**src/design/sid_pkg.sv**
```systemverilog
/*
 * Shared types, field positions and lookup tables for the compact
 * operand decoder.
 * Assumes the fetch stage classifies the halfword into a kind code.
 */
package sid_pkg;

	////////////////////////////////////////////////////////////////////
	// Field positions (low bit of each field) inside the halfword
	localparam int FLD_REG3_A = 7;
	localparam int FLD_REG3_B = 4;
	localparam int FLD_REG3_C = 1;
	localparam int FLD_REG5_A = 5;
	localparam int FLD_REG5_B = 0;
	localparam int FLD_IMM3 = 1;
	localparam int FLD_IMM4 = 0;
	localparam int FLD_IMM5 = 0;
	localparam int FLD_IMM7 = 0;

	////////////////////////////////////////////////////////////////////
	// Implicit register indices and shift decoding
	localparam logic [4:0] GLOBAL_POINTER_REG = 5'h1C;
	localparam logic [4:0] STACK_POINTER_REG = 5'h1D;
	localparam logic [4:0] RETURN_ADDRESS_REG = 5'h1F;
	localparam logic [31:0] SHIFT_CODE_ZERO_COUNT = 32'h0000_0008;
	localparam logic [2:0] SHIFT_CODE_ZERO = 3'h0;

	////////////////////////////////////////////////////////////////////
	// Three-bit specifier tables, entry 0 in the low bits
	localparam logic [7:0][4:0] GEN_MAP =
		{5'h07, 5'h06, 5'h05, 5'h04, 5'h03, 5'h02, 5'h11, 5'h10};
	localparam logic [7:0][4:0] STORE_SRC_MAP =
		{5'h07, 5'h06, 5'h05, 5'h04, 5'h03, 5'h02, 5'h11, 5'h00};
	localparam logic [7:0][4:0] PAIR_SRC_MAP =
		{5'h14, 5'h13, 5'h12, 5'h11, 5'h10, 5'h07, 5'h02, 5'h00};
	localparam logic [7:0][4:0] PAIR_FIRST_MAP =
		{5'h04, 5'h04, 5'h04, 5'h04, 5'h04, 5'h06, 5'h05, 5'h05};
	localparam logic [7:0][4:0] PAIR_SECOND_MAP =
		{5'h07, 5'h06, 5'h05, 5'h16, 5'h15, 5'h07, 5'h07, 5'h06};

	////////////////////////////////////////////////////////////////////
	// Instruction kinds handed over by the fetch stage
	typedef enum logic [4:0] {
		SID_KIND_NONE,
		SID_KIND_ALU3,
		SID_KIND_ALU2,
		SID_KIND_COMPACT_SHIFT_LEFT,
		SID_KIND_COMPACT_SHIFT_RIGHT,
		SID_KIND_COMPACT_STORE_BYTE,
		SID_KIND_COMPACT_STORE_HALF,
		SID_KIND_COMPACT_STORE_WORD,
		SID_KIND_COMPACT_LOAD_WORD,
		SID_KIND_STACK_RELATIVE_LOAD_WORD,
		SID_KIND_STACK_RELATIVE_STORE_WORD,
		SID_KIND_GLOBAL_POINTER_LOAD_WORD,
		SID_KIND_MOVE_MULDIV_RESULT_HIGH,
		SID_KIND_MOVE_MULDIV_RESULT_LOW,
		SID_KIND_COMPACT_REGISTER_MOVE,
		SID_KIND_MOVE_REGISTER_PAIR,
		SID_KIND_JUMP_LINK_REGISTER,
		SID_KIND_PC_RELATIVE
	} sid_kind_type;

	typedef enum logic [1:0] {
		SID_SPECIAL_NONE,
		SID_SPECIAL_MULDIV_RESULT_HIGH,
		SID_SPECIAL_MULDIV_RESULT_LOW,
		SID_SPECIAL_PC
	} sid_special_type;

	typedef struct packed {
		logic valid;
		logic use_a;
		logic [4:0] src_a;
		logic use_b;
		logic [4:0] src_b;
		logic use_dst;
		logic [4:0] dst;
		logic use_dst2;
		logic [4:0] dst2;
		sid_special_type special;
		logic [31:0] imm;
	} sid_operand_type;

	typedef struct packed {
		sid_operand_type op;
	} sid_state_type;

endpackage

```
**src/design/sid_reg3_map.sv**
```systemverilog
/*
 * Expands a three-bit register specifier through a lookup table.
 * Assumes the table is given per instance as a parameter.
 */
`timescale 1ns/100ps
`default_nettype none

module sid_reg3_map #(
	parameter logic [7:0][4:0] MAP = '0
) (
	input wire logic [2:0] code_i,
	output logic [4:0] index_o
);

	// Pure table lookup, no state
	assign index_o = MAP[code_i];

endmodule

`default_nettype wire

```
**src/design/sid_operand_decode.sv**
```systemverilog
/*
 * Operand decoder for the compact 16-bit instruction format: register
 * indices, implicit operands and decoded immediates, one cycle later.
 * Assumes the fetch stage gives a kind code with each halfword.
 */
// Operation
// - General 3-bit codes 0..7 select registers 16,17,2,3,4,5,6,7.
// - Outputs are 5-bit indices into the one common register file.
// - Compact store data source uses its own map with zero register.
// - Store source codes: 0 to r0, 1 to r17, 2..7 to r2..r7.
// - Five-bit register fields pass through unchanged.
// - Stack, global and return-address registers are supplied implicitly.
// - Multiply/divide high, low and program counter routed without field.
// - Compact shift amount decodes to a count of 1 to 8.
// - Memory offsets are scaled by access size; global offset is signed.
`timescale 1ns/100ps
`default_nettype none

module sid_operand_decode (
	input wire logic clk_i,
	input wire logic reset_n_i,
	input wire logic valid_i,
	input wire sid_pkg::sid_kind_type kind_i,
	input wire logic [15:0] insn_i,
	output sid_pkg::sid_operand_type operand_o
);

	sid_pkg::sid_state_type state_q;
	sid_pkg::sid_state_type state_d;
	logic [2:0] f3a;
	logic [2:0] f3b;
	logic [2:0] f3c;
	logic [4:0] f5a;
	logic [4:0] f5b;
	logic [2:0] imm3;
	logic [3:0] imm4;
	logic [4:0] imm5;
	logic [6:0] imm7;
	logic [4:0] gen_a;
	logic [4:0] gen_b;
	logic [4:0] gen_c;
	logic [4:0] store_a;
	logic [4:0] pair_b;
	logic [4:0] pair_c;
	logic [4:0] pair_first;
	logic [4:0] pair_second;

	////////////////////////////////////////////////////////////////////
	// Field extraction
	assign f3a = insn_i[sid_pkg::FLD_REG3_A +: 3];
	assign f3b = insn_i[sid_pkg::FLD_REG3_B +: 3];
	assign f3c = insn_i[sid_pkg::FLD_REG3_C +: 3];
	assign f5a = insn_i[sid_pkg::FLD_REG5_A +: 5];
	assign f5b = insn_i[sid_pkg::FLD_REG5_B +: 5];
	assign imm3 = insn_i[sid_pkg::FLD_IMM3 +: 3];
	assign imm4 = insn_i[sid_pkg::FLD_IMM4 +: 4];
	assign imm5 = insn_i[sid_pkg::FLD_IMM5 +: 5];
	assign imm7 = insn_i[sid_pkg::FLD_IMM7 +: 7];

	////////////////////////////////////////////////////////////////////
	// Specifier expanders, one per field and table
	sid_reg3_map #(.MAP(sid_pkg::GEN_MAP)) u_gen_a (
		.code_i(f3a),
		.index_o(gen_a)
	);
	sid_reg3_map #(.MAP(sid_pkg::GEN_MAP)) u_gen_b (
		.code_i(f3b),
		.index_o(gen_b)
	);
	sid_reg3_map #(.MAP(sid_pkg::GEN_MAP)) u_gen_c (
		.code_i(f3c),
		.index_o(gen_c)
	);
	sid_reg3_map #(.MAP(sid_pkg::STORE_SRC_MAP)) u_store_a (
		.code_i(f3a),
		.index_o(store_a)
	);
	sid_reg3_map #(.MAP(sid_pkg::PAIR_SRC_MAP)) u_pair_b (
		.code_i(f3b),
		.index_o(pair_b)
	);
	sid_reg3_map #(.MAP(sid_pkg::PAIR_SRC_MAP)) u_pair_c (
		.code_i(f3c),
		.index_o(pair_c)
	);
	sid_reg3_map #(.MAP(sid_pkg::PAIR_FIRST_MAP)) u_pair_first (
		.code_i(f3a),
		.index_o(pair_first)
	);
	sid_reg3_map #(.MAP(sid_pkg::PAIR_SECOND_MAP)) u_pair_second (
		.code_i(f3a),
		.index_o(pair_second)
	);

	////////////////////////////////////////////////////////////////////
	// Next operand set; unlisted kind codes yield an invalid bundle
	always_comb begin
		state_d = '0;
		state_d.op.valid = valid_i;
		if (valid_i) begin
			unique case (kind_i)
			sid_pkg::SID_KIND_NONE: begin
			end
			sid_pkg::SID_KIND_ALU3: begin
				state_d.op.use_a = 1'b1;
				state_d.op.src_a = gen_b;
				state_d.op.use_b = 1'b1;
				state_d.op.src_b = gen_c;
				state_d.op.use_dst = 1'b1;
				state_d.op.dst = gen_a;
			end
			sid_pkg::SID_KIND_ALU2: begin
				state_d.op.use_a = 1'b1;
				state_d.op.src_a = gen_b;
				state_d.op.use_dst = 1'b1;
				state_d.op.dst = gen_a;
			end
			sid_pkg::SID_KIND_COMPACT_SHIFT_LEFT,
			sid_pkg::SID_KIND_COMPACT_SHIFT_RIGHT: begin
				state_d.op.use_a = 1'b1;
				state_d.op.src_a = gen_b;
				state_d.op.use_dst = 1'b1;
				state_d.op.dst = gen_a;
				// Code zero means eight, so no shift of zero exists
				if (imm3 == sid_pkg::SHIFT_CODE_ZERO) begin
					state_d.op.imm = sid_pkg::SHIFT_CODE_ZERO_COUNT;
				end else begin
					state_d.op.imm = {29'h0, imm3};
				end
			end
			sid_pkg::SID_KIND_COMPACT_STORE_BYTE,
			sid_pkg::SID_KIND_COMPACT_STORE_HALF,
			sid_pkg::SID_KIND_COMPACT_STORE_WORD: begin
				state_d.op.use_a = 1'b1;
				state_d.op.src_a = gen_b;
				state_d.op.use_b = 1'b1;
				state_d.op.src_b = store_a;
				if (kind_i == sid_pkg::SID_KIND_COMPACT_STORE_BYTE) begin
					state_d.op.imm = {28'h0, imm4};
				end else if (kind_i == sid_pkg::SID_KIND_COMPACT_STORE_HALF) begin
					state_d.op.imm = {27'h0, imm4, 1'b0};
				end else begin
					state_d.op.imm = {26'h0, imm4, 2'h0};
				end
			end
			sid_pkg::SID_KIND_COMPACT_LOAD_WORD: begin
				state_d.op.use_a = 1'b1;
				state_d.op.src_a = gen_b;
				state_d.op.use_dst = 1'b1;
				state_d.op.dst = gen_a;
				state_d.op.imm = {26'h0, imm4, 2'h0};
			end
			sid_pkg::SID_KIND_STACK_RELATIVE_LOAD_WORD: begin
				state_d.op.use_a = 1'b1;
				state_d.op.src_a = sid_pkg::STACK_POINTER_REG;
				state_d.op.use_dst = 1'b1;
				state_d.op.dst = f5a;
				state_d.op.imm = {25'h0, imm5, 2'h0};
			end
			sid_pkg::SID_KIND_STACK_RELATIVE_STORE_WORD: begin
				state_d.op.use_a = 1'b1;
				state_d.op.src_a = sid_pkg::STACK_POINTER_REG;
				state_d.op.use_b = 1'b1;
				state_d.op.src_b = f5a;
				state_d.op.imm = {25'h0, imm5, 2'h0};
			end
			sid_pkg::SID_KIND_GLOBAL_POINTER_LOAD_WORD: begin
				state_d.op.use_a = 1'b1;
				state_d.op.src_a = sid_pkg::GLOBAL_POINTER_REG;
				state_d.op.use_dst = 1'b1;
				state_d.op.dst = gen_a;
				// Signed word offset reaches both sides of the pointer
				state_d.op.imm = {{23{imm7[6]}}, imm7, 2'h0};
			end
			sid_pkg::SID_KIND_MOVE_MULDIV_RESULT_HIGH: begin
				state_d.op.special = sid_pkg::SID_SPECIAL_MULDIV_RESULT_HIGH;
				state_d.op.use_dst = 1'b1;
				state_d.op.dst = f5a;
			end
			sid_pkg::SID_KIND_MOVE_MULDIV_RESULT_LOW: begin
				state_d.op.special = sid_pkg::SID_SPECIAL_MULDIV_RESULT_LOW;
				state_d.op.use_dst = 1'b1;
				state_d.op.dst = f5a;
			end
			sid_pkg::SID_KIND_COMPACT_REGISTER_MOVE: begin
				state_d.op.use_a = 1'b1;
				state_d.op.src_a = f5b;
				state_d.op.use_dst = 1'b1;
				state_d.op.dst = f5a;
			end
			sid_pkg::SID_KIND_MOVE_REGISTER_PAIR: begin
				state_d.op.use_a = 1'b1;
				state_d.op.src_a = pair_b;
				state_d.op.use_b = 1'b1;
				state_d.op.src_b = pair_c;
				state_d.op.use_dst = 1'b1;
				state_d.op.dst = pair_first;
				state_d.op.use_dst2 = 1'b1;
				state_d.op.dst2 = pair_second;
			end
			sid_pkg::SID_KIND_JUMP_LINK_REGISTER: begin
				state_d.op.use_a = 1'b1;
				state_d.op.src_a = f5b;
				state_d.op.use_dst = 1'b1;
				state_d.op.dst = sid_pkg::RETURN_ADDRESS_REG;
			end
			sid_pkg::SID_KIND_PC_RELATIVE: begin
				state_d.op.special = sid_pkg::SID_SPECIAL_PC;
				state_d.op.use_dst = 1'b1;
				state_d.op.dst = gen_a;
			end
			default: begin
				state_d.op.valid = 1'b0;
			end
			endcase
		end
	end

	////////////////////////////////////////////////////////////////////
	// State register; the bundle is registered to cut the path to the
	// register file read ports at the price of one cycle
	always_ff @(posedge clk_i or negedge reset_n_i) begin
		if (!reset_n_i) begin
			state_q <= '0;
		end else begin
			state_q <= state_d;
		end
	end

	assign operand_o = state_q.op;
endmodule

`default_nettype wire

```
**config.mk**
```make
export PLATFORM = sky130hd
export DESIGN_NAME = sid_operand_decode
export DESIGN_NICKNAME = d
export VERILOG_FILES = /design/src/design/sid_pkg.sv /design/src/design/sid_reg3_map.sv /design/src/design/sid_operand_decode.sv
export SDC_FILE = /design/constraint.sdc
export NUM_CORES = 1
export LEC_CHECK = 0
export ABC_AREA = 1
export BUFFER_PORTS_ARGS = -buffer_cell sky130_fd_sc_hd__buf_2
export CAP_MARGIN = 20
export CORE_AREA = 8 8 72 74
export CTS_CLUSTER_SIZE = 10
export DETAILED_ROUTE_END_ITERATION = 16
export DIE_AREA = 0 0 80 82
export PLACE_DENSITY = 0.84
export SLEW_MARGIN = 30
export SYNTH_ARGS = -nofsm -noshare
export SYNTH_HDL_FRONTEND = slang
export SYNTH_SLANG_ARGS = --single-unit
```
**constraint.sdc**
```tcl
create_clock -name clk_i -period 1.45 [get_ports clk_i]
set_clock_uncertainty 0.1 [all_clocks]
set_input_delay 0.0725 -clock clk_i [delete_from_list [all_inputs] [get_ports clk_i]]
set_output_delay 0.0725 -clock clk_i [all_outputs]
set_load 0.05 [all_outputs]
```
# Word level (Yosys, flattened, before mapping)
# Memory sizes are Yosys's and may differ from the RTL's.
# Index checks and enable logic that the tools add are counted.
[classes]
n_lt_le_gt_ge = 3
multipliers = 0
muxes = 19
eq_ne = 17
shifts = 0
div_mod_pow = 0
addsub = 0
reduce_logical = 10
bitwise = 0
[op_table]
columns = ["op", "count"]
rows = [
  ["$pmux W32 S5", 1],
  ["$mux W59", 1],
  ["$pmux W6 S4", 2],
  ["$eq A5 B4 Y1 const B", 8],
  ["$mux W5", 8],
  ["$mux W32", 1],
  ["$pmux W6 S5", 1],
  ["$eq A5 B3 Y1 const B", 4],
  ["$reduce_or A18 Y1", 1],
  ["$lt A3 B4 Y1 const B", 3],
  ["$mux W6", 2],
  ["$eq A5 B2 Y1 const B", 2],
  ["$eq A5 B5 Y1 const B", 2],
  ["$reduce_or A8 Y1", 1],
  ["$reduce_or A7 Y1", 1],
  ["$pmux W2 S3", 1],
  ["$reduce_or A2 Y1", 3],
  ["$eq A5 B1 Y1 const B", 1],
  ["$logic_not A5 Y1", 1],
  ["$mux W4", 1],
  ["$reduce_or A4 Y1", 1],
  ["$logic_not A3 Y1", 1],
  ["$reduce_or A3 Y1", 1],
  ["$mux W1", 1],
]
[totals]
out_inout_bits = 59
mem_count = 8
input_bits = 24
register_bits = 59
romBits = 320
latch_bits = 0
mem_bits_rw = 0
wordCells = 68
[memory_table]
columns = ["memory", "words", "width", "read_ports", "rd_ports_with_merged_regs", "write_ports", "line", "rtl"]
rows = [
  ["(name not given)", 8, 5, 1, 0, 0, "sid_reg3_map.sv:16", "assign index_o = MAP[code_i];"],
  ["(name not given)", 8, 5, 1, 0, 0, "sid_reg3_map.sv:16", ""],
  ["(name not given)", 8, 5, 1, 0, 0, "sid_reg3_map.sv:16", ""],
  ["(name not given)", 8, 5, 1, 0, 0, "sid_reg3_map.sv:16", ""],
  ["(name not given)", 8, 5, 1, 0, 0, "sid_reg3_map.sv:16", ""],
  ["(name not given)", 8, 5, 1, 0, 0, "sid_reg3_map.sv:16", ""],
  ["+2 memories", "n/a", "n/a", "n/a", "n/a", "n/a", "n/a", ""],
]

# Longest topological paths before layout
[logic_depth]
ltp_word = 5
depth_mapped = 9
depth_no_buf = 9

# Cells and area by module
# From an unflattened synthesis, not the netlist that was laid out.
[hier_totals]
hier_cells = 380
area_unflattened_um2 = 2583.7
[modules_own_cells]
columns = ["mod", "instances", "area_each_um2", "cells_per_inst"]
rows = [
  ["sid_operand_decode", 1, 2159.6, 303],
  ["sid_reg3_map (u_pair_b ...)", 2, 72.6, 13],
  ["sid_reg3_map (u_gen_a ...)", 3, 37.5, 6],
  ["sid_reg3_map (u_pair_second)", 1, 71.3, 16],
  ["sid_reg3_map (u_pair_first)", 1, 47.5, 9],
  ["sid_reg3_map (u_store_a)", 1, 47.5, 8],
]

# Worst setup path before layout
# No wires, ideal clock.
[synth_timing]
path_kind = "register to output"
startpoint = "register operand_o[30] (netlist name)"
endpoint = "output port operand_o[10] (netlist name)"
path_slack_ns = 0.011
stages_incl_launch_ff = 2
path_buffers = 1
arrival_time_ns = 1.267
cell_sequence = "dfrtp_1 buf_4"
[synth_rtl]
columns = ["element", "line", "rtl"]
rows = [
  ["end, declared", "sid_operand_decode.sv:25", "output sid_pkg::sid_operand_type operand_o"],
]

==> run summary <==
Clock power share -> 30.8%
Synth Register Bits -> 34
Critical path arrival -> 1.43 ns
Vias per Instance -> 5.20
Vias in the first global route -> 1918
Mapped Area -> 0.00205 mm²
Peak VDD IR -> 0.431 mV
Drt total wl -> 5380 µm
DRT antenna net count -> 0
Largest net degree at the start of global routing -> 35
Setup crit start kind -> primary input
Synth top area share -> 41.5%
Synth Flop Type -> dfrtp_1
Share of cells above drive strength 1 -> 32.8%
Die ar. -> 0.00656 mm²
Max-cap violation count -> 0
CTS H-tree lvls -> 2
Core area -> 0.00414 mm²
# nets final -> 362
Syn avg cell area -> 7.71 µm²
Register area share after synthesis -> 41.5%
Final setup viols -> 0
DRC marker count from the first detailed-route iteration -> 183
Slew margin rel. -> 51.8%
DIE HEIGHT -> 82 µm
CP max stage delay -> 0.54 ns
Top cells by area, synth -> dfrtp_1 (41%), buf_4 (9.1%), nand2_1 (8.2%), a21oi_1 (7.1%), nor2_1 (5.9%)
GRT overflow -> 0
First-pass GRT wire length -> 8820 µm
Synthesized Nets -> 295
Die W -> 80 µm
Buffers on Ports -> 75
Initial core utilization -> 49.5%
CP Capture Type -> register
Post-synth EDFFs -> 0
Setup ws final -> 0.0558 ns
Drt wl/cell -> 14.0 µm
Switching Share -> 30.5%
Reg clk slew, reported paths -> 0.05 ns
Pre-CTS WS -> 0.0859 ns
Crit-path slowest cell -> dlygate4sd3_1
Yosys warns -> 0
Synth async-reset ratio -> 100%
Root buffer cell -> clkbuf_8
Final Max Slew Viols -> 0
Final Non-Filler Cells -> 384
Crit path cell chain -> dlygate4sd3_1, buf_2, inv_1, buf_4, nor3_1
Seq pwr share -> 46.7%
Row count -> 24
Reg area -> 852 µm²
Final hold vios -> 0
Ant diodes -> 0
RSZ-0062 raised after global routing -> false
Total CTS buffers -> 5
Outcome -> complete, no violations
Max reg flops -> 34
Comb pwr share -> 22.5%
Pre-Repair DR Iteration Count -> 4
Post-synth cell types -> 28
Area after DPL -> 0.00233 mm²
GP Congestion -> 0.893
Net Switching -> 0.000646 W
Internal power -> 0.00147 W
Crit-path max FO -> 20
P&R area growth vs syn -> 21.4%
WS Path Type -> primary input to register
Max clock buf depth -> 2
Placed Cells -> 370
Fin crit period -> 1.39 ns
CP required -> 1.49 ns
Multi-input logic area -> 897 µm²
FMAX -> 0.717 GHz
Vias -> 1995
Hold Slack -> 0.0173 ns
Leak Pwr -> 1.42 nW
DP HPWL -> 4170 µm
Tightest Pin Transition -> 0.723 ns
Mapped Cells -> 266
Power Density -> 849 mW/mm²
Fill cells -> 381
GRT Util Overall -> 16.8%
Final worst-path cycle share -> 96.2%
Sink Count -> 34
Post-CTS Setup Inserts -> 0
Initial antenna violation count -> 0
Post-route cell area -> 0.00249 mm²
I/O Pins -> 83
# DRC -> 0
TNS Setup -> 0 ns
Hold Crit Class -> primary input to register
CTS tree -> built
Dominant cell type by area after synthesis -> dfrtp_1
## cells by family (layout without fill, tap and decap cells)
logic type | count (synthesis) | in the layout | synth area share [%]
DFF | 34 | 34 | 41.5
adders and majority gates | 5 | 5 | 3.05
other | 1 | 1 | 0.183
AOI/OAI and AO/OA | 53 | 53 | 14.0
buffers and inverters | 54 | 120 | 14.8
and+or+nand+nor | 119 | 119 | 26.5
## layout by cell type, fill, tap and decap left out, drive strengths merged, types with 2 or more instances in the layout
cell and n:
nand2 51, buf 81, dlygate4sd3 8, o22ai 5
nand3 19, or2 2, o211ai 2, o21ai 12
nor3 4, inv 24, a21oi 29, clkbuf 6
ha 5, nor2 40, dfrtp 34, a31oi 3
## Yosys cell counts, types with 4 or more instances
cell type	instances
o22ai_1	5
nor3_1	4
nand3_1	19
nor2_2	5
o21ai_0	9
inv_1	20
a21oi_1	29
buf_4	25
dfrtp_1	34
nand2_1	45
nor2_1	32
ha_1	5
inv_2	4
nand2_2	6
## layer usage
metal | track usage [%] | wire (µm) | vias to the layer above
met5 | 0 | 0 | -
met4 | 8.00 | 97 | 0
met3 | 4.27 | 562 | 11
met2 | 28.3 | 2640 | 99
met1 | 19.5 | 2090 | 910
li1 | - | - | 975
## worst paths after layout
path / from / endpoint / slack [ns] / depth (start not counted)
min in group asynchronous: reset_n_i / operand_o[58] / 0.29 / 2
worst max-delay path: valid_i / operand_o[6] / 0.06 / 5
worst min-delay path: insn_i[6] / operand_o[54] / 0.02 / 3
max in group asynchronous: reset_n_i / operand_o[30] / 0.45 / 2
## per-stage QoR
step                      power [W]  util [%]
final                       0.00211      60.1
after global routing        0.00223      60.1
after CTS                   0.00212      60.1
after detailed placement    0.00146      56.2
after global placement      0.00145      56.2
after floorplan             0.00131         -
## power groups by stage
stage | Sequential [W] | Combinational [W] | Clock, W
after global placement | 0.00100 | 0.000451 | 0
after detailed placement | 0.00101 | 0.000454 | 0
after global routing | 0.000991 | 0.000516 | 0.000725
final | 0.000988 | 0.000475 | 0.000651
after floorplan | 0.00112 | 0.000186 | 0
after CTS | 0.000988 | 0.000473 | 0.000663
## critical path, delay by kind of cell
kind          cells  cell delay, ns
simple gates      1            0.08
buf+inv           4            1.28
## repair_timing
item	in CTS	in global routing
setup endpoints to repair	0	24
endpoints found under the hold margin	41	0
hold buffers	8	0
resized for setup	0	1
## area by class of cell
| type | instances | share of cell area [%] |
|---|---|---|
| clock buffer | 6 | 3.31 |
| inverter | 25 | 3.77 |
| multi-input combinational | 178 | 36.0 |
| sequential | 34 | 34.2 |
| tap | 52 | 2.61 |
| timing repair buffer | 89 | 20.1 |
No activity file was read; power rests on OpenSTA's default activity.
